[config.mk]
export PLATFORM = sky130hd
export DESIGN_NAME = cs_top
export DESIGN_NICKNAME = d
export VERILOG_FILES = /design/src/rtl/cs_pkg.sv /design/src/rtl/cs_top.sv
export VERILOG_INCLUDE_DIRS = /design/src /design/src/rtl
export SDC_FILE = /design/constraint.sdc
export NUM_CORES = 1
export LEC_CHECK = 0
export BUFFER_PORTS_ARGS = -buffer_cell sky130_fd_sc_hd__buf_2
export CORE_ASPECT_RATIO = 1.1
export CORE_UTILIZATION = 60
export CTS_CLUSTER_SIZE = 14
export DETAILED_ROUTE_END_ITERATION = 16
export PLACE_DENSITY_LB_ADDON = 0.1
export SLEW_MARGIN = 20
export SYNTH_ARGS = -nofsm -noshare
export SYNTH_HDL_FRONTEND = slang
export SYNTH_SLANG_ARGS = --single-unit
[constraint.sdc]
create_clock -name clk_i -period 3.2 [get_ports clk_i]
set_input_delay 0.32 -clock clk_i [delete_from_list [all_inputs] [get_ports clk_i]]
set_output_delay 0.32 -clock clk_i [all_outputs]
set_load 0.02 [all_outputs]
[src/rtl/cs_map.svh]
// Register offsets, field positions, reset values and timing counts
// of the light sensor control block. Included by the design files.
`ifndef CS_MAP_SVH
`define CS_MAP_SVH

// Register offsets (5-bit register address of the command byte)
`define CS_OFS_ENABLE      5'h00
`define CS_OFS_WAIT        5'h03
`define CS_OFS_LOW_LSB     5'h04
`define CS_OFS_LOW_MSB     5'h05
`define CS_OFS_HIGH_LSB    5'h06
`define CS_OFS_HIGH_MSB    5'h07
`define CS_OFS_PERSISTENCE_FILTER        5'h0C
`define CS_OFS_CONFIG      5'h0D
`define CS_OFS_GAIN        5'h0F
`define CS_OFS_ID          5'h12
`define CS_OFS_STATUS      5'h13

// Field positions
`define CS_EN_WAIT_BIT     3
`define CS_EN_INT_BIT      4
`define CS_CFG_LONG_BIT    1
`define CS_ST_INT_BIT      4
`define CS_ST_VALID_BIT    0
`define CS_CMD_BIT         7

// Command byte encodings
`define CS_TYPE_AUTOINC    2'h1
`define CS_TYPE_SPECIAL    2'h3
`define CS_SF_INT_CLEAR    5'h06

// Serial address and identity (identity value is arbitrary)
`define CS_I2C_ADDR        7'h2C
`define CS_ID_CODE         8'h5A

// Reset values
`define CS_RST_BYTE        8'h00
`define CS_RST_WAIT        8'hFF

// Timing
`define CS_CLK_NS          100
`define CS_WAIT_STEP_NS    2400000
`define CS_WAIT_LONG_MUL   12
`define CS_WAIT_STEPS_MAX  9'h100

`endif

[src/rtl/cs_pkg.sv]
// Types of the light sensor control block: serial state and full state.
// Assumes cs_map.svh for the numbers.
package cs_pkg;

	typedef enum logic [2:0] {
		CS_IDLE,
		CS_ADDR,
		CS_ADDR_ACK,
		CS_WRITE,
		CS_WRITE_ACK,
		CS_READ,
		CS_READ_ACK
	} cs_ser_t;

	typedef struct packed {
		logic        scl_s1;
		logic        scl_s2;
		logic        scl_q;
		logic        sda_s1;
		logic        sda_s2;
		logic        sda_q;
		cs_ser_t     ser;
		logic [7:0]  sr;
		logic [3:0]  bc;
		logic        rw;
		logic        first;
		logic        nack;
		logic [4:0]  addr;
		logic        autoinc;
		logic        sda_oe;
		logic        sda_out;
		logic        int_out;
		logic [7:0]  enable;
		logic [7:0]  wait_period;
		logic [15:0] low;
		logic [15:0] high;
		logic [3:0]  persistence_filter;
		logic        long_wait_flag;
		logic [1:0]  gain_select;
		logic        interrupt_pending_flag;
		logic        result_valid_flag;
		logic [5:0]  pcnt;
		logic        wact;
		logic [8:0]  wsteps;
		logic [18:0] wcyc;
	} cs_state_t;

endpackage : cs_pkg

[src/rtl/cs_top.sv]
// Light sensor control block: serial register slave, wait timer,
// clear-channel threshold interrupt with persistence, gain, id, status.
// Assumes scl/sda from pins; measurement strobe from local sequencer.
//
// Operation
// - Wait step is 2.4 ms, or twelve times that with long-wait set.
// - Wait steps equal 256 minus the wait setting.
// - Clear result below low or above high limit flags interrupt.
// - Limits are byte pairs, low limit first, lower byte first.
// - Persistence zero interrupts after every integration cycle.
// - Codes 1-3 need that many results; 4-15 need 5 to 60.
// - Interrupt only after the required consecutive out-of-range results.
// - Long-wait flag is configuration bit 1; other bits reserved.
// - Two-bit gain field goes to the analog block.
// - Identification register returns a fixed code; writes ignored.
// - Status byte is read-only; reserved bits read as zero here.
// - Status bit 4 shows the pending interrupt.
// - Status bit 0 sets when an integration cycle completes.
// - Threshold interrupts only while enable bit 4 is set.
// - Wait timer starts only if enable bit 3 is set when a result completes.
// - Special function 00110 clears the interrupt and releases the pin.
`timescale 1ns/1ps
`include "cs_map.svh"

module cs_top #(
	parameter int STEP_CYC = `CS_WAIT_STEP_NS / `CS_CLK_NS
) (
	// Clock and reset
	input  wire logic        clk_i,
	input  wire logic        sys_rst_i,
	// Serial bus pins
	input  wire logic        scl_i,
	input  wire logic        sda_i,
	output      logic        sda_o,
	output      logic        sda_oe_o,
	// Interrupt pin, open drain
	output      logic        int_o,
	output      logic        int_oe_o,
	// Measurement sequencer
	input  wire logic        meas_done_i,
	input  wire logic [15:0] clear_data_i,
	output      logic        wait_active_o,
	output      logic [1:0]  gain_o
);
	import cs_pkg::*;

	localparam logic [18:0] STEP_LD = 19'(STEP_CYC - 1);
	localparam logic [18:0] LONG_LD = 19'(STEP_CYC * `CS_WAIT_LONG_MUL - 1);

	cs_state_t st_r;
	cs_state_t st_nxt;
	logic      clr_evt;
	logic      out_rng;

	function automatic logic [7:0] rd_reg(input cs_state_t s,
	                                      input logic [4:0] a);
		logic [7:0] d;
		d = 8'h00;
		case (a)
			`CS_OFS_ENABLE:   d = s.enable;
			`CS_OFS_WAIT:     d = s.wait_period;
			`CS_OFS_LOW_LSB:  d = s.low[7:0];
			`CS_OFS_LOW_MSB:  d = s.low[15:8];
			`CS_OFS_HIGH_LSB: d = s.high[7:0];
			`CS_OFS_HIGH_MSB: d = s.high[15:8];
			`CS_OFS_PERSISTENCE_FILTER:     d = {4'h0, s.persistence_filter};
			`CS_OFS_CONFIG:   d[`CS_CFG_LONG_BIT] = s.long_wait_flag;
			`CS_OFS_GAIN:     d = {6'h00, s.gain_select};
			`CS_OFS_ID:       d = `CS_ID_CODE;
			`CS_OFS_STATUS: begin
				d[`CS_ST_INT_BIT]   = s.interrupt_pending_flag;
				d[`CS_ST_VALID_BIT] = s.result_valid_flag;
			end
			default:          d = 8'h00;
		endcase
		return d;
	endfunction : rd_reg

	function automatic logic [5:0] persistence_filter_need(input logic [3:0] c);
		logic [5:0] n;
		n = {2'b00, c};
		if (c > 4'h3) begin
			n = 6'(({2'b00, c} - 6'h03) * 6'h05);
		end
		return n;
	endfunction : persistence_filter_need

	always_comb begin
		logic rise;
		logic fall;
		logic start;
		logic stop;
		logic [7:0] rdat;
		logic [5:0] pinc;
		logic trig;
		st_nxt  = st_r;
		clr_evt = 1'b0;
		rdat    = 8'h00;
		pinc    = 6'h00;
		trig    = 1'b0;
		rise  = st_r.scl_s2 & ~st_r.scl_q;
		fall  = ~st_r.scl_s2 & st_r.scl_q;
		start = st_r.scl_s2 & st_r.scl_q & st_r.sda_q & ~st_r.sda_s2;
		stop  = st_r.scl_s2 & st_r.scl_q & ~st_r.sda_q & st_r.sda_s2;
		out_rng = (clear_data_i < st_r.low) || (clear_data_i > st_r.high);
		// Pin synchronisers
		st_nxt.scl_s1 = scl_i;
		st_nxt.scl_s2 = st_r.scl_s1;
		st_nxt.scl_q  = st_r.scl_s2;
		st_nxt.sda_s1 = sda_i;
		st_nxt.sda_s2 = st_r.sda_s1;
		st_nxt.sda_q  = st_r.sda_s2;

		// Serial slave
		if (start) begin
			st_nxt.ser    = CS_ADDR;
			st_nxt.bc     = 4'h0;
			st_nxt.sda_oe = 1'b0;
		end else if (stop) begin
			st_nxt.ser    = CS_IDLE;
			st_nxt.sda_oe = 1'b0;
		end else begin
			unique case (st_r.ser)
				CS_IDLE: begin
					st_nxt.sda_oe = 1'b0;
				end
				CS_ADDR, CS_WRITE: begin
					if (rise) begin
						st_nxt.sr = {st_r.sr[6:0], st_r.sda_s2};
						st_nxt.bc = st_r.bc + 4'h1;
					end else if (fall && st_r.bc == 4'h8) begin
						if (st_r.ser == CS_WRITE) begin
							st_nxt.sda_oe = 1'b1;
							st_nxt.ser    = CS_WRITE_ACK;
							if (st_r.first && st_r.sr[`CS_CMD_BIT]) begin
								st_nxt.first   = 1'b0;
								st_nxt.addr    = st_r.sr[4:0];
								st_nxt.autoinc = st_r.sr[6:5] == `CS_TYPE_AUTOINC;
								if (st_r.sr[6:5] == `CS_TYPE_SPECIAL) begin
									st_nxt.addr = st_r.addr;
									clr_evt = st_r.sr[4:0] == `CS_SF_INT_CLEAR;
								end
							end else begin
								st_nxt.first = 1'b0;
								case (st_r.addr)
									`CS_OFS_ENABLE:   st_nxt.enable = st_r.sr;
									`CS_OFS_WAIT:     st_nxt.wait_period = st_r.sr;
									`CS_OFS_LOW_LSB:  st_nxt.low[7:0] = st_r.sr;
									`CS_OFS_LOW_MSB:  st_nxt.low[15:8] = st_r.sr;
									`CS_OFS_HIGH_LSB: st_nxt.high[7:0] = st_r.sr;
									`CS_OFS_HIGH_MSB: st_nxt.high[15:8] = st_r.sr;
									`CS_OFS_PERSISTENCE_FILTER:     st_nxt.persistence_filter = st_r.sr[3:0];
									`CS_OFS_CONFIG:
										st_nxt.long_wait_flag = st_r.sr[`CS_CFG_LONG_BIT];
									`CS_OFS_GAIN:     st_nxt.gain_select = st_r.sr[1:0];
									default:          ;
								endcase
								if (st_r.autoinc) begin
									st_nxt.addr = st_r.addr + 5'h01;
								end
							end
						end else if (st_r.sr[7:1] == `CS_I2C_ADDR) begin
							st_nxt.sda_oe = 1'b1;
							st_nxt.rw     = st_r.sr[0];
							st_nxt.first  = ~st_r.sr[0];
							st_nxt.ser    = CS_ADDR_ACK;
						end else begin
							st_nxt.ser = CS_IDLE;
						end
					end
				end
				CS_ADDR_ACK, CS_WRITE_ACK, CS_READ_ACK: begin
					if (rise) begin
						st_nxt.nack = st_r.sda_s2;
					end else if (fall) begin
						st_nxt.bc     = 4'h0;
						st_nxt.sda_oe = 1'b0;
						st_nxt.ser    = CS_WRITE;
						if ((st_r.ser == CS_ADDR_ACK && st_r.rw) ||
						    (st_r.ser == CS_READ_ACK && !st_r.nack)) begin
							rdat          = rd_reg(st_r, st_r.addr);
							st_nxt.sda_oe = ~rdat[7];
							st_nxt.sr     = {rdat[6:0], 1'b0};
							st_nxt.bc     = 4'h1;
							st_nxt.ser    = CS_READ;
							if (st_r.autoinc) begin
								st_nxt.addr = st_r.addr + 5'h01;
							end
						end else if (st_r.ser == CS_READ_ACK) begin
							st_nxt.ser = CS_IDLE;
						end
					end
				end
				CS_READ: begin
					if (fall) begin
						if (st_r.bc == 4'h8) begin
							st_nxt.sda_oe = 1'b0;
							st_nxt.ser    = CS_READ_ACK;
						end else begin
							st_nxt.sda_oe = ~st_r.sr[7];
							st_nxt.sr     = {st_r.sr[6:0], 1'b0};
							st_nxt.bc     = st_r.bc + 4'h1;
						end
					end
				end
				default: begin
					st_nxt.ser = CS_IDLE;
				end
			endcase
		end

		// Wait timer after each integration
		if (st_r.wact) begin
			if (st_r.wcyc != 19'h0) begin
				st_nxt.wcyc = st_r.wcyc - 19'h1;
			end else if (st_r.wsteps == 9'h001) begin
				st_nxt.wact = 1'b0;
			end else begin
				st_nxt.wsteps = st_r.wsteps - 9'h001;
				st_nxt.wcyc   = st_r.long_wait_flag ? LONG_LD : STEP_LD;
			end
		end

		// Clear before set so a coincident event wins
		if (clr_evt) begin
			st_nxt.interrupt_pending_flag = 1'b0;
		end
		if (meas_done_i) begin
			st_nxt.result_valid_flag = 1'b1;
			st_nxt.wact = st_r.enable[`CS_EN_WAIT_BIT];
			st_nxt.wsteps = `CS_WAIT_STEPS_MAX - {1'b0, st_r.wait_period};
			st_nxt.wcyc = st_r.long_wait_flag ? LONG_LD : STEP_LD;
			pinc = (st_r.pcnt == 6'h3F) ? st_r.pcnt : st_r.pcnt + 6'h01;
			if (out_rng) begin
				st_nxt.pcnt = pinc;
				trig = pinc >= persistence_filter_need(st_r.persistence_filter);
			end else begin
				st_nxt.pcnt = 6'h00;
			end
			if (st_r.persistence_filter == 4'h0) begin
				trig = 1'b1;
			end
			if (trig && st_r.enable[`CS_EN_INT_BIT]) begin
				st_nxt.interrupt_pending_flag = 1'b1;
			end
		end
	end

	always_ff @(posedge clk_i) begin
		if (sys_rst_i) begin
			st_r       <= '0;
			st_r.wait_period <= `CS_RST_WAIT;
			// Sync stages at bus idle level: no false edge after reset
			st_r.scl_s1 <= 1'b1;
			st_r.scl_s2 <= 1'b1;
			st_r.scl_q  <= 1'b1;
			st_r.sda_s1 <= 1'b1;
			st_r.sda_s2 <= 1'b1;
			st_r.sda_q  <= 1'b1;
		end else begin
			st_r <= st_nxt;
		end
	end

	assign sda_o         = st_r.sda_out;
	assign sda_oe_o      = st_r.sda_oe;
	assign int_o         = st_r.int_out;
	assign int_oe_o      = st_r.interrupt_pending_flag;
	assign wait_active_o = st_r.wact;
	assign gain_o        = st_r.gain_select;
endmodule : cs_top

Word-level counts from Yosys, hierarchy flattened
Cells that the tools add are included.

storage, ports and cells
  flip-flop bits (word level) = 123
  bits of input ports = 21
  output and inout bits = 7
  word-level logic and storage cells = 224

operators by class
  add/subtract/negate cells = 7
  multiply operators = 1
  order comparisons = 4
  equality and inequality tests = 45
  multiplexer cells = 74
  bitwise logic cells = 20
  reduce and logical (&&, ||, !) cells = 42

operators with widths
  operator                                                              number
  8-bit AND reduction                                                   9
  15-bit 2-to-1 mux                                                     3
  7-bit AND reduction                                                   6
  19-bit 2-to-1 mux                                                     2
  37-bit 2-to-1 mux                                                     1
  12-bit 2-to-1 mux                                                     3
  6-bit 2-to-1 mux                                                      6
  12-bit one-hot mux with 3 select lines                                1
  3-bit 2-to-1 mux                                                      11
  5-bit 2-to-1 mux                                                      6
  29-bit 2-to-1 mux                                                     1
  28-bit 2-to-1 mux                                                     1
  1-bit 2-to-1 mux                                                      26
  5-bit by 3-bit == test with 1-bit output, second input constant       5
  2-bit != test, second input constant                                  12
  4-bit != test, second input constant                                  6
  3-bit one-hot mux with 7 select lines                                 1
  19-bit nonzero test                                                   1
  19-bit by 1-bit subtractor with 19-bit output, second input constant  1
  16-bit greater-than comparator                                        1
  16-bit less-than comparator                                           1
  2-bit one-hot mux with 8 select lines                                 1
  5-bit by 4-bit == test with 1-bit output, second input constant       3
  7-bit 2-to-1 mux                                                      2
  other kinds (48)                                                      83

Logic depth before layout (Yosys ltp)
Gate-level depths: netlist (run 1).

  depth after elaboration = 15
  depth in mapped cells = 12
  depth with buffers taken out = 12

Least setup slack after synthesis (run 1)
OpenSTA, ideal clock, no wires.

  kind = register to register
  start = register st_r[42] (netlist name)
  end = register st_r (netlist bit int_oe_o)
  library setup time = 124 ps
  data arrival time = 2454 ps
  required time = 3076 ps
  setup slack = 623 ps
  cell stages (with the launch flop) = 13
  buffers on the path = 1
  period minus slack after synthesis = 2577 ps
  cells stage by stage = dfxtp_1 clkbuf_1 a21oi_1 xor2_1 ha_1 ha_1 fa_1 xor2_1 nor3b_1 a21oi_1 ha_1 o21ai_0 a21oi_1

on the way
  cells in the longest elaborated chain, start to end = 12
  elaborated cells on any way between the ends = 14
  those cells by class = add/sub (1); mul (1); order compare (2); mux (8); reduce/logical (2)

ends and longest elaborated chain
  what                                         line           source
  start, declared                              cs_top.sv:50   cs_state_t st_r;
  start signal, assigned                       cs_top.sv:261  st_r <= st_nxt;
  4-bit by 2-bit subtractor with 5-bit output  cs_top.sv:83   n = 6'(({2'b00, c} - 6'h03) * 6'h05);
  6-bit by 3-bit multiplier with 6-bit output  cs_top.sv:83
  6-bit 2-to-1 mux                             cs_top.sv:82   if (c > 4'h3) begin
  6-bit 2-to-1 mux                             cs_top.sv:234  if (out_rng) begin
  6-bit 2-to-1 mux                             cs_top.sv:228  if (meas_done_i) begin
  6-bit greater-or-equal comparator            cs_top.sv:236  trig = pinc >= persistence_filter_need(st_r.persistence_filter);
  1-bit 2-to-1 mux                             cs_top.sv:234
  1-bit 2-to-1 mux (*)                         cs_top.sv:240  if (st_r.persistence_filter == 4'h0) begin
  1-bit 2-to-1 mux (*)                         cs_top.sv:228
  1-bit logical AND (*)                        cs_top.sv:243  if (trig && st_r.enable[`CS_EN_INT_BIT]) begin
  1-bit 2-to-1 mux (*)                         cs_top.sv:243
  37-bit 2-to-1 mux (*)                        cs_top.sv:228

Every way passes the cells marked *; elsewhere a longest branch is shown, timed or not. The select of a mux whose other input is x is not followed.
A chain may end at the register's enable or synchronous reset.

Final worst setup path (run 1)
  start = register st_r[40] (netlist name)
  end = register st_r (netlist bit int_oe_o)

The elaborated chain is that of the path after synthesis.

==> metrics.md, run 1 <==
| Metric | Value |
|---|---|
| R2R Path End | `int_oe_o$_SDFF_PP0_` |
| Overall routing resource usage | `0.316` |
| Ports | `28` |
| Met2 Usage GRT | `0.480` |
| Nets | `1071` |
| Post-route DRC | `0` |
| Hold/Removal Path Class | `in2reg` |
| Core region area | `12200 um2` |
| Most frequent cell after synthesis | `nand2_1` |
| Count of final setup violators | `0` |
| Row cnt | `42` |
| Crit-path most repeated cell | `ha_1` |
| CP Data Arrival Time | `3.01 ns` |
| Root Buffer | `clkbuf_16` |
| Clk Latency, worst-skew pair | `0.43 ns` |
| CTS tree | `done` |
| Maximum capacitance violations | `0` |
| Die X | `109 um` |
| Post-Route WL | `19500 um` |
| Number of synthesized register bits | `123` |
| Sequential share of the synthesized area | `0.323` |
| Pre-CTS WS | `0.528 ns` |
| Die height | `120 um` |
| Postcts setup bufs | `0` |
| Worst slew pin tran | `0.837 ns` |
| GRT Residual Overflow | `0` |
| CP Data Required Time | `3.51 ns` |
| Fin util | `0.685` |
| Slack of the critical path | `0.495 ns` |
| Worst reg-to-reg path cell count | `11` |
| Fmax | `370 MHz` |
| Final worst path period share | `0.845` |
| Placed inst area | `7800 um2` |
| Worst slew margin | `0.442` |
| Minimum clock period | `2.70 ns` |
| Crit path cell chain | `inv_1 > ha_1 > ha_1 > ha_1 > fa_1 > xor2_1 > nor3b_1 > a21oi_1 > ha_1 > o21ai_0 > a21oi_1` |
| Warnings, synthesis | `0` |
| Filler cell count | `1080` |
| Routability cong. | `0.923` |
| Gates resized, CTS repair | `0` |
| Crit Path Category | `reg2reg` |
| CTS max path bufs | `2` |
| CP Capture Type | `flip-flop` |
| Pin count of the biggest net entering global routing | `82` |
| Cell accounting for the most synthesized area | `dfxtp_1` |
| GR Layer Usage met1 | `0.431` |
| CP peak stage delay | `0.44 ns` |
| Pleak | `0.00300 uW` |
| RSZ-0062 raised after global routing | `no` |
| Number of antenna diodes | `0` |
| DP HPWL | `13600 um` |
| Die area | `13200 um2` |
| Drt first pass iters | `6` |
| Worst vdd ir | `442 uV` |
| Fin area | `8350 um2` |
| Slowest cell on the critical path | `dfxtp_1` |
| Critical Path Start Type | `flip-flop` |
| Clock skew | `0.00820 ns` |
| Vias in the first global route | `6591` |
| Commonest cells in the netlist | `nand2_1 (124), dfxtp_1 (123), a21oi_1 (114), nor2_1 (85), nand3_1 (68)` |
| Syn Area/Cell | `7.60 um2` |
| Max H-tree Level | `4` |
| Ys async rst share | `0` |
| Synth cell types | `67` |
| Post-synth EDFFs | `0` |
| Vias per cell | `6.24` |
| Slew Limit Fails | `0` |
| Post-synth top area share | `0.323` |
| Met3 usage | `0.0668` |
| CTS clk-pin slew, worst paths | `0.05 ns` |
| Outcome | `finished clean` |
| Port Buffer Count | `25` |
| Synth top area cells | `dfxtp_1 (32%), ha_1 (9.0%), a21oi_1 (7.5%)` |
| # hold bufs at CTS | `0` |
| Worst Path Max Fanout | `6` |
| Predominant post-synthesis flop cell | `dfxtp_1` |
| Layout cell share with drive strength beyond 1 | `0.0855` |
| Worst Setup SP | `st_r[40]$_SDFFE_PP0P_` |
| Hold slack | `0.0751 ns` |
| Post-Syn Instances | `1003` |
| Iter 0 DRT Violations | `654` |
| GRT busiest layer | `met2` |
| Final hold viol count | `0` |
| Area growth, synth to finish | `9.55%` |
| Worst Setup EP | `int_oe_o$_SDFF_PP0_` |
| TNS Setup | `0 ns` |
| Initial Utilization | `0.626` |
| WL per Instance | `16.8 um` |
| Setup slack, reg-to-reg | `0.50 ns` |
| Detail Route Antenna Nets | `0` |
| Via count of the routed design | `7238` |
| Num CTS Buffers | `17` |
| First-pass GRT wire length | `32600 um` |
| Power per cell area | `441 nW/um2` |
| Cell Area, Synth | `7630 um2` |
| CTS sink cnt | `123` |
| Initial antenna violation count | `0` |
| Worst r2r src | `st_r[40]$_SDFFE_PP0P_` |
## worst max-delay path, delay by kind of cell, from the launching register on
kind,cells,cell delay (ns)
xor+xnor,1,0.19
buf+inv,1,0.09
flops,1,0.44
compound gates,3,0.22
simple gates,1,0.18
fa+ha+maj,5,1.47
## cells in the final DEF, fill, tap and decap left out, drive strengths merged, types with 10 or more instances in the layout
cell type / n
nand3b: 12
xnor2: 10
dfxtp: 123
buf: 40
clkbuf: 22
a211oi: 15
nor2b: 10
ha: 55
mux2i: 10
nor2: 85
a22oi: 16
or3: 10
nand4: 14
a21oi: 114
nand2b: 12
nand3: 69
o21ai: 38
inv: 50
nand2: 124
and3: 13
nor3: 22
## per-layer routing
metal,wire (um),part of all wire,up-vias
met3,1280,0.065,46
met4,577,0.030,0
met5,0,0,-
met2,8750,0.45,254
li1,-,-,3590
met1,8920,0.46,3348
## registers in the layout, summed over array words and instances (netlist names)
name,cells
wait_active_o,1
int_oe_o,1
gain_o,2
sda_oe_o,1
st_nxt,4
st_r,114
## worst min-delay path by stage
stage                                      start                      to  slack (ns)  depth (start not counted)
after floorplan           st_nxt[120]$_SDFF_PP1_  st_nxt[119]$_SDFF_PP1_        0.39                          1
after global placement    st_nxt[120]$_SDFF_PP1_  st_nxt[119]$_SDFF_PP1_        0.39                          1
after detailed placement  st_nxt[123]$_SDFF_PP1_  st_nxt[122]$_SDFF_PP1_        0.40                          1
after CTS                                  sda_i  st_nxt[120]$_SDFF_PP1_        0.06                          2
after global routing                       sda_i  st_nxt[120]$_SDFF_PP1_        0.07                          2
final                                      sda_i  st_nxt[120]$_SDFF_PP1_        0.08                          2
## where the power goes
part           internal [uW]  leakage (uW)  switching, uW  total [uW]
Combinational           95.2       0.00173            143         238
Clock                   1150      0.000273            689        1840
Sequential              1560      0.000998           50.4        1610
## stage by stage
| stage | total power (uW) | std cells |
|---|---|---|
| 3_3_place_gp | 1870 | 1129 |
| 5_1_grt | 3810 | 1160 |
| 3_5_place_dp | 1880 | 1129 |
| 4_1_cts | 3700 | 1160 |
| 6_report | 3690 | 1160 |
| 2_1_floorplan | 1800 | 1004 |
## logic make-up after synthesis
| family | Yosys count | share of synthesized area |
|---|---|---|
| other | 1 | 0.000492 |
| xor gates and xnor gates | 19 | 0.0218 |
| muxes | 12 | 0.0161 |
| and+or+nand+nor | 414 | 0.269 |
| adders and majority gates | 56 | 0.0929 |
| AOI/OAI and AO/OA | 259 | 0.214 |
| buffers and inverters | 119 | 0.0627 |
| DFF | 123 | 0.323 |
## layout make-up
type | instances | area (um2) | area share
clock buffer | 22 | 454 | 0.0544
clock inverter | 9 | 97.6 | 0.0117
inverter | 50 | 188 | 0.0225
multi-input combinational | 762 | 4720 | 0.565
sequential | 123 | 2460 | 0.295
tap | 154 | 193 | 0.0231
timing repair buffer | 40 | 240 | 0.0288
No activity file was read; power rests on OpenSTA's default activity.
==> run 2: changes to the inputs <==
==> constraint.sdc (replaced) <==
create_clock -name clk_i -period 2.7 [get_ports clk_i]
set_input_delay 0.27 -clock clk_i [delete_from_list [all_inputs] [get_ports clk_i]]
set_output_delay 0.27 -clock clk_i [all_outputs]
set_load 0.02 [all_outputs]
==> run 2 against run 1 <==
Compared with the run above: sequential cell count stayed put; fmax increased by 5.9%; largest cell class unchanged; worst setup slack got worse by 0.35 ns; sequential share of layout area shrank 0.59 points; highest routed layer unchanged; critical path type unchanged.
==> metrics.md, run 2 (same netlist as run 1, synthesis figures left out) <==
| Metric | Value |
|---|---|
| Outcome | `finished clean` |
| Worst slew pin tran | `0.712 ns` |
| GRT Residual Overflow | `0` |
| Pwr Total | `4380 uW` |
| Max reg flops | `114` |
| Final hold viol count | `0` |
| Routability cong. | `0.964` |
| Initial Utilization | `0.626` |
| Clk Latency, worst-skew pair | `0.42 ns` |
| Row cnt | `42` |
| Vias per cell | `6.23` |
| Crit-path most repeated cell | `ha_1` |
| Pin count of the biggest net entering global routing | `50` |
| CP Data Arrival Time | `2.86 ns` |
| Vias in the first global route | `6473` |
| Post-Route WL | `20100 um` |
| Slowest cell on the critical path | `fa_2` |
| Worst reg-to-reg path cell count | `11` |
| Detail Route Antenna Nets | `0` |
| Area growth, synth to finish | `12.0%` |
| Slew Limit Fails | `0` |
| Clock skew | `0.00548 ns` |
| Max H-tree Level | `4` |
| WP depth | `11` |
| Pleak | `0.00311 uW` |
| Overall routing resource usage | `0.316` |
| Layout cell share with drive strength beyond 1 | `0.111` |
| Crit Path Category | `reg2reg` |
| Num CTS Buffers | `17` |
| CP peak stage delay | `0.37 ns` |
| Core region area | `12200 um2` |
| TNS Setup | `0 ns` |
| Delay-heaviest family, CP | `adder cells` |
| First-pass GRT wire length | `32400 um` |
| Port Buffer Count | `25` |
| CTS max path bufs | `2` |
| Ports | `28` |
| Worst vdd ir | `567 uV` |
| Die X | `109 um` |
| Worst Path Max Fanout | `6` |
| Root Buffer | `clkbuf_16` |
| # hold bufs at CTS | `0` |
| CTS clk-pin slew, worst paths | `0.06 ns` |
| DP HPWL | `14100 um` |
| Die height | `120 um` |
| Initial antenna violation count | `0` |
| Drt first pass iters | `5` |
| Critical Path Start Type | `flip-flop` |
| WL per Instance | `17.1 um` |
| Critical path buffers and inverters | `0` |
| Commonest non-fill, non-tap cell in the layout | `nand2_1` |
| Iter 0 DRT Violations | `730` |
| Nets | `1090` |
| Minimum clock period | `2.55 ns` |
| Worst slew margin | `0.525` |
| Hold path depth | `2` |
| Count of final setup violators | `0` |
| Crit path cell chain | `a21oi_2 > xor2_1 > ha_1 > ha_1 > fa_2 > xor2_2 > nor3b_2 > a21oi_1 > ha_1 > o21ai_0 > a21oi_1` |
| Via count of the routed design | `7352` |
| CP Data Required Time | `3.01 ns` |
| CTS sink cnt | `123` |
| Hold/Removal Path Class | `in2reg` |
| Power per cell area | `512 nW/um2` |
| Die area | `13200 um2` |
| Biggest register | `st_r` |
| Number of antenna diodes | `0` |
| CP Capture Type | `flip-flop` |
| Post-route DRC | `0` |
| Most frequent cells in the layout | `nand2_1 (124), dfxtp_1 (121), a21oi_1 (112)` |
| Fmax | `392 MHz` |
| RSZ-0062 raised after global routing | `no` |
| Maximum capacitance violations | `0` |
| Final worst path period share | `0.946` |
| CTS tree | `done` |
run 2: changes by cell type in the layout (fill, tap and decap cells not counted), sizes merged:
cell / previous run / this run
buf: 40 / 59
bufinv: 2 / 1
clkbuf: 22 / 25
clkinvlp: 1 / 0
run 2: routing by layer:
metal,track usage,part of all wire
met1,0.436,0.45
met2,0.492,0.44
met3,0.0528,0.076
met4,0.123,0.028
met5,0,0
run 2: area by class of cell:
type                            count  area, um2
Clock buffer                       25        495
Clock inverter                      7       63.8
Fill cell                        1043       3650
Inverter                           50        188
Multi-Input combinational cell    762       4750
Sequential cell                   123       2470
Tap cell                          154        193
Timing Repair Buffer               59        383
run 2: path summary, 6_finish.rpt:
path | startpoint | slack, ns | to
max | st_r[40]$_SDFFE_PP0P_ | 0.15 | int_oe_o$_SDFF_PP0_
min | scl_i | 0.03 | st_nxt[123]$_SDFF_PP1_
max reg2reg | st_r[40]$_SDFFE_PP0P_ | 0.15 | int_oe_o$_SDFF_PP0_
min reg2reg | st_nxt[120]$_SDFF_PP1_ | 0.41 | st_nxt[119]$_SDFF_PP1_
run 2: report_power, final:
| part | total (uW) | leakage, uW | internal, uW | switching, uW |
|---|---|---|---|---|
| clock | 2170 | 0.000281 | 1360 | 817 |
| combinational | 307 | 0.00183 | 123 | 184 |
| sequential | 1900 | 0.000999 | 1850 | 50.8 |
run 2: repair_timing:
action	CTS	global route
gates resized for setup	1	8
setup buffers	0	0
endpoints found under the setup margin	1	2
run 2: stage by stage:
stage / instance area (um2) / hold WS (ns) / setup WS [ns] / utilization / cells
after floorplan: 7630 / 0.374 / 0.123 / - / 1004
after global placement: 7950 / 0.391 / 0.0983 / 0.652 / 1148
after detailed placement: 7950 / 0.399 / 0.0104 / 0.652 / 1148
after CTS: 8510 / 0.0190 / 0.0422 / 0.698 / 1180
after global routing: 8540 / 0.0222 / 0.0111 / 0.701 / 1180
final: 8540 / 0.0280 / 0.146 / 0.701 / 1180
run 2: worst reg2reg max path: cells and delay by family, from the launching register on:
family | cells | cell delay, ns
AO/OA/AOI/OAI | 4 | 0.44
AND/OR/NAND/NOR | 1 | 0.16
flip-flops | 1 | 0.36
adder cells (fa/ha/maj) | 4 | 1.11
XOR/XNOR | 2 | 0.38
==> run 3: changes to the inputs <==
--- a/config.mk
+++ b/config.mk
@@ -9,6 +9,7 @@
 export BUFFER_PORTS_ARGS = -buffer_cell sky130_fd_sc_hd__buf_2
 export CORE_ASPECT_RATIO = 1.1
 export CORE_UTILIZATION = 60
+export CTS_BUF_LIST = sky130_fd_sc_hd__clkbuf_8
 export CTS_CLUSTER_SIZE = 14
 export DETAILED_ROUTE_END_ITERATION = 16
 export PLACE_DENSITY_LB_ADDON = 0.1
==> run 3 against run 2 <==
Compared with the run above: non-clock buffer count up 2; power shrank 14%; fmax down 1.4%; combinational power about the same; utilization is 1.6 points lower; hold slack gained 0.22 ns; clock-buffer cell count down 4; clock skew increased by 0.0035 ns; critical path depth did not move; routed wire length decreased by 1.7%; cell area down 2.3%; critical endpoint unchanged; highest routed layer unchanged.
==> metrics.md, run 3 (same netlist as run 1, synthesis figures left out) <==
| Metric | Value |
|---|---|
| Net Sw Power | `969 uW` |
| TNS Setup | `0 ns` |
| Hold/Removal Path Class | `in2reg` |
| CTS max path bufs | `2` |
| Fin util | `0.685` |
| Final hold viol count | `0` |
| Outcome | `finished clean` |
| Worst slew margin | `0.530` |
| Clk Latency, worst-skew pair | `0.45 ns` |
| CTS sink cnt | `123` |
| Max reg flops | `114` |
| GRT Residual Overflow | `0` |
| CP Data Required Time | `3.04 ns` |
| Via count of the routed design | `7379` |
| Port Buffer Count | `25` |
| Fmax | `386 MHz` |
| RSZ-0062 raised after global routing | `yes` |
| Hold slack | `0.251 ns` |
| CP peak stage delay | `0.38 ns` |
| Ports | `28` |
| CTS clk-pin slew, worst paths | `0.07 ns` |
| Max H-tree Level | `4` |
| Area growth, synth to finish | `9.48%` |
| R2R Path End | `int_oe_o$_SDFF_PP0_` |
| Vias in the first global route | `6511` |
| Worst vdd ir | `365 uV` |
| Initial Utilization | `0.626` |
| Overall routing resource usage | `0.315` |
| Int Power | `2770 uW` |
| Clock group share of total power | `0.412` |
| Maximum capacitance violations | `0` |
| Pre-CTS WS | `0.0104 ns` |
| CP Data Arrival Time | `2.93 ns` |
| Worst reg-to-reg path cell count | `11` |
| WL per Instance | `16.7 um` |
| Post-route DRC | `0` |
| WP depth | `11` |
| Biggest register | `st_r` |
| Worst r2r src | `st_r[40]$_SDFFE_PP0P_` |
| Count of final setup violators | `0` |
| Post-Route WL | `19800 um` |
| Worst Setup SP | `st_r[40]$_SDFFE_PP0P_` |
| Crit Path Category | `reg2reg` |
| CP Capture Type | `flip-flop` |
| Postcts setup bufs | `0` |
| Drt first pass iters | `6` |
| Power per cell area | `448 nW/um2` |
| Nets | `1092` |
| Slack of the critical path | `0.111 ns` |
| Iter 0 DRT Violations | `642` |
| Clock skew | `0.00893 ns` |
| Commonest non-fill, non-tap cell in the layout | `nand2_1` |
| Slowest cell on the critical path | `dfxtp_4` |
| Worst Path Max Fanout | `6` |
| Pin count of the biggest net entering global routing | `50` |
| CTS tree | `done` |
| Pwr Total | `3740 uW` |
| Detail Route Antenna Nets | `0` |
| Most frequent cells in the layout | `nand2_1 (124), dfxtp_1 (121), a21oi_1 (112)` |
| Root Buffer | `clkbuf_8` |
| First-pass GRT wire length | `32300 um` |
| Switching Share | `0.259` |
| Crit path cell chain | `inv_1 > ha_1 > ha_1 > ha_1 > fa_1 > xor2_1 > nor3b_2 > a21oi_1 > ha_1 > o21ai_0 > a21oi_1` |
| Pleak | `0.00305 uW` |
| Die area | `13200 um2` |
| Filler cell count | `1081` |
| Part of the power in combinational logic | `0.082` |
| Critical path buffers and inverters | `1` |
| Crit-path most repeated cell | `ha_1` |
| Core region area | `12200 um2` |
| Worst slew pin tran | `0.704 ns` |
| Final worst path period share | `0.959` |
| Delay-heaviest family, CP | `adder cells` |
| Part of the power in registers | `0.506` |
| Vias per cell | `6.24` |
| Layout cell share with drive strength beyond 1 | `0.108` |
| Critical Path Start Type | `flip-flop` |
| Initial antenna violation count | `0` |
| Setup slack, reg-to-reg | `0.11 ns` |
| Number of antenna diodes | `0` |
| Routability cong. | `0.964` |
| Minimum clock period | `2.59 ns` |
| Hold Startpoint | `sys_rst_i` |
| Slew Limit Fails | `0` |
| DP HPWL | `14100 um` |
| Num CTS Buffers | `17` |
| Die height | `120 um` |
| Worst Setup EP | `int_oe_o$_SDFF_PP0_` |
| Row cnt | `42` |
| Die X | `109 um` |
-- run 3: final cells by class --
cell class | instances | area, um2 | share of cell area
sequential | 123 | 2470 | 0.296
clock inverter | 11 | 78.8 | 0.00944
inverter | 50 | 188 | 0.0225
clock buffer | 21 | 289 | 0.0346
tap | 154 | 193 | 0.0231
timing repair buffer | 61 | 403 | 0.0483
multi-input combinational | 762 | 4730 | 0.567
-- run 3: worst min-delay path by stage --
stage | to | slack, ns | cells past startpoint
finish | st_r[101]$_SDFFE_PP0P_ | 0.25 | 2
CTS | st_r[101]$_SDFFE_PP0P_ | 0.24 | 2
detailed placement | st_nxt[119]$_SDFF_PP1_ | 0.40 | 1
global route | st_r[35]$_SDFFE_PP0P_ | 0.27 | 2
floorplan | st_nxt[120]$_SDFF_PP1_ | 0.37 | 1
global placement | st_nxt[119]$_SDFF_PP1_ | 0.39 | 1
-- run 3: metal layers --
layer  part of all wire  track usage
met1               0.45        0.429
met2               0.45        0.483
met3              0.075       0.0642
met4              0.025        0.133
met5                  0            0
-- run 3: power groups by stage --
stage / logic [uW] / clock network (uW) / registers, uW
2_1_floorplan: 226 / 0 / 1910
3_3_place_gp: 297 / 0 / 1930
3_5_place_dp: 302 / 0 / 1930
4_1_cts: 306 / 1560 / 1890
5_1_grt: 345 / 1640 / 1900
6_report: 308 / 1540 / 1890
-- run 3: stage by stage --
| stage | cells | instance area, um2 |
|---|---|---|
| 2_1_floorplan | 1004 | 7630 |
| 3_3_place_gp | 1148 | 7950 |
| 3_5_place_dp | 1148 | 7950 |
| 4_1_cts | 1182 | 8330 |
| 5_1_grt | 1182 | 8350 |
| 6_report | 1182 | 8350 |
-- run 3: repair_timing --
| item | 4_1_cts | 5_1_grt |
|---|---|---|
| endpoints found under the setup margin | 1 | 2 |
| gates resized for setup | 1 | 5 |
| hold buffers | 2 | 0 |
| hold endpoints to repair | 2 | 0 |
| cloned | 0 | 0 |
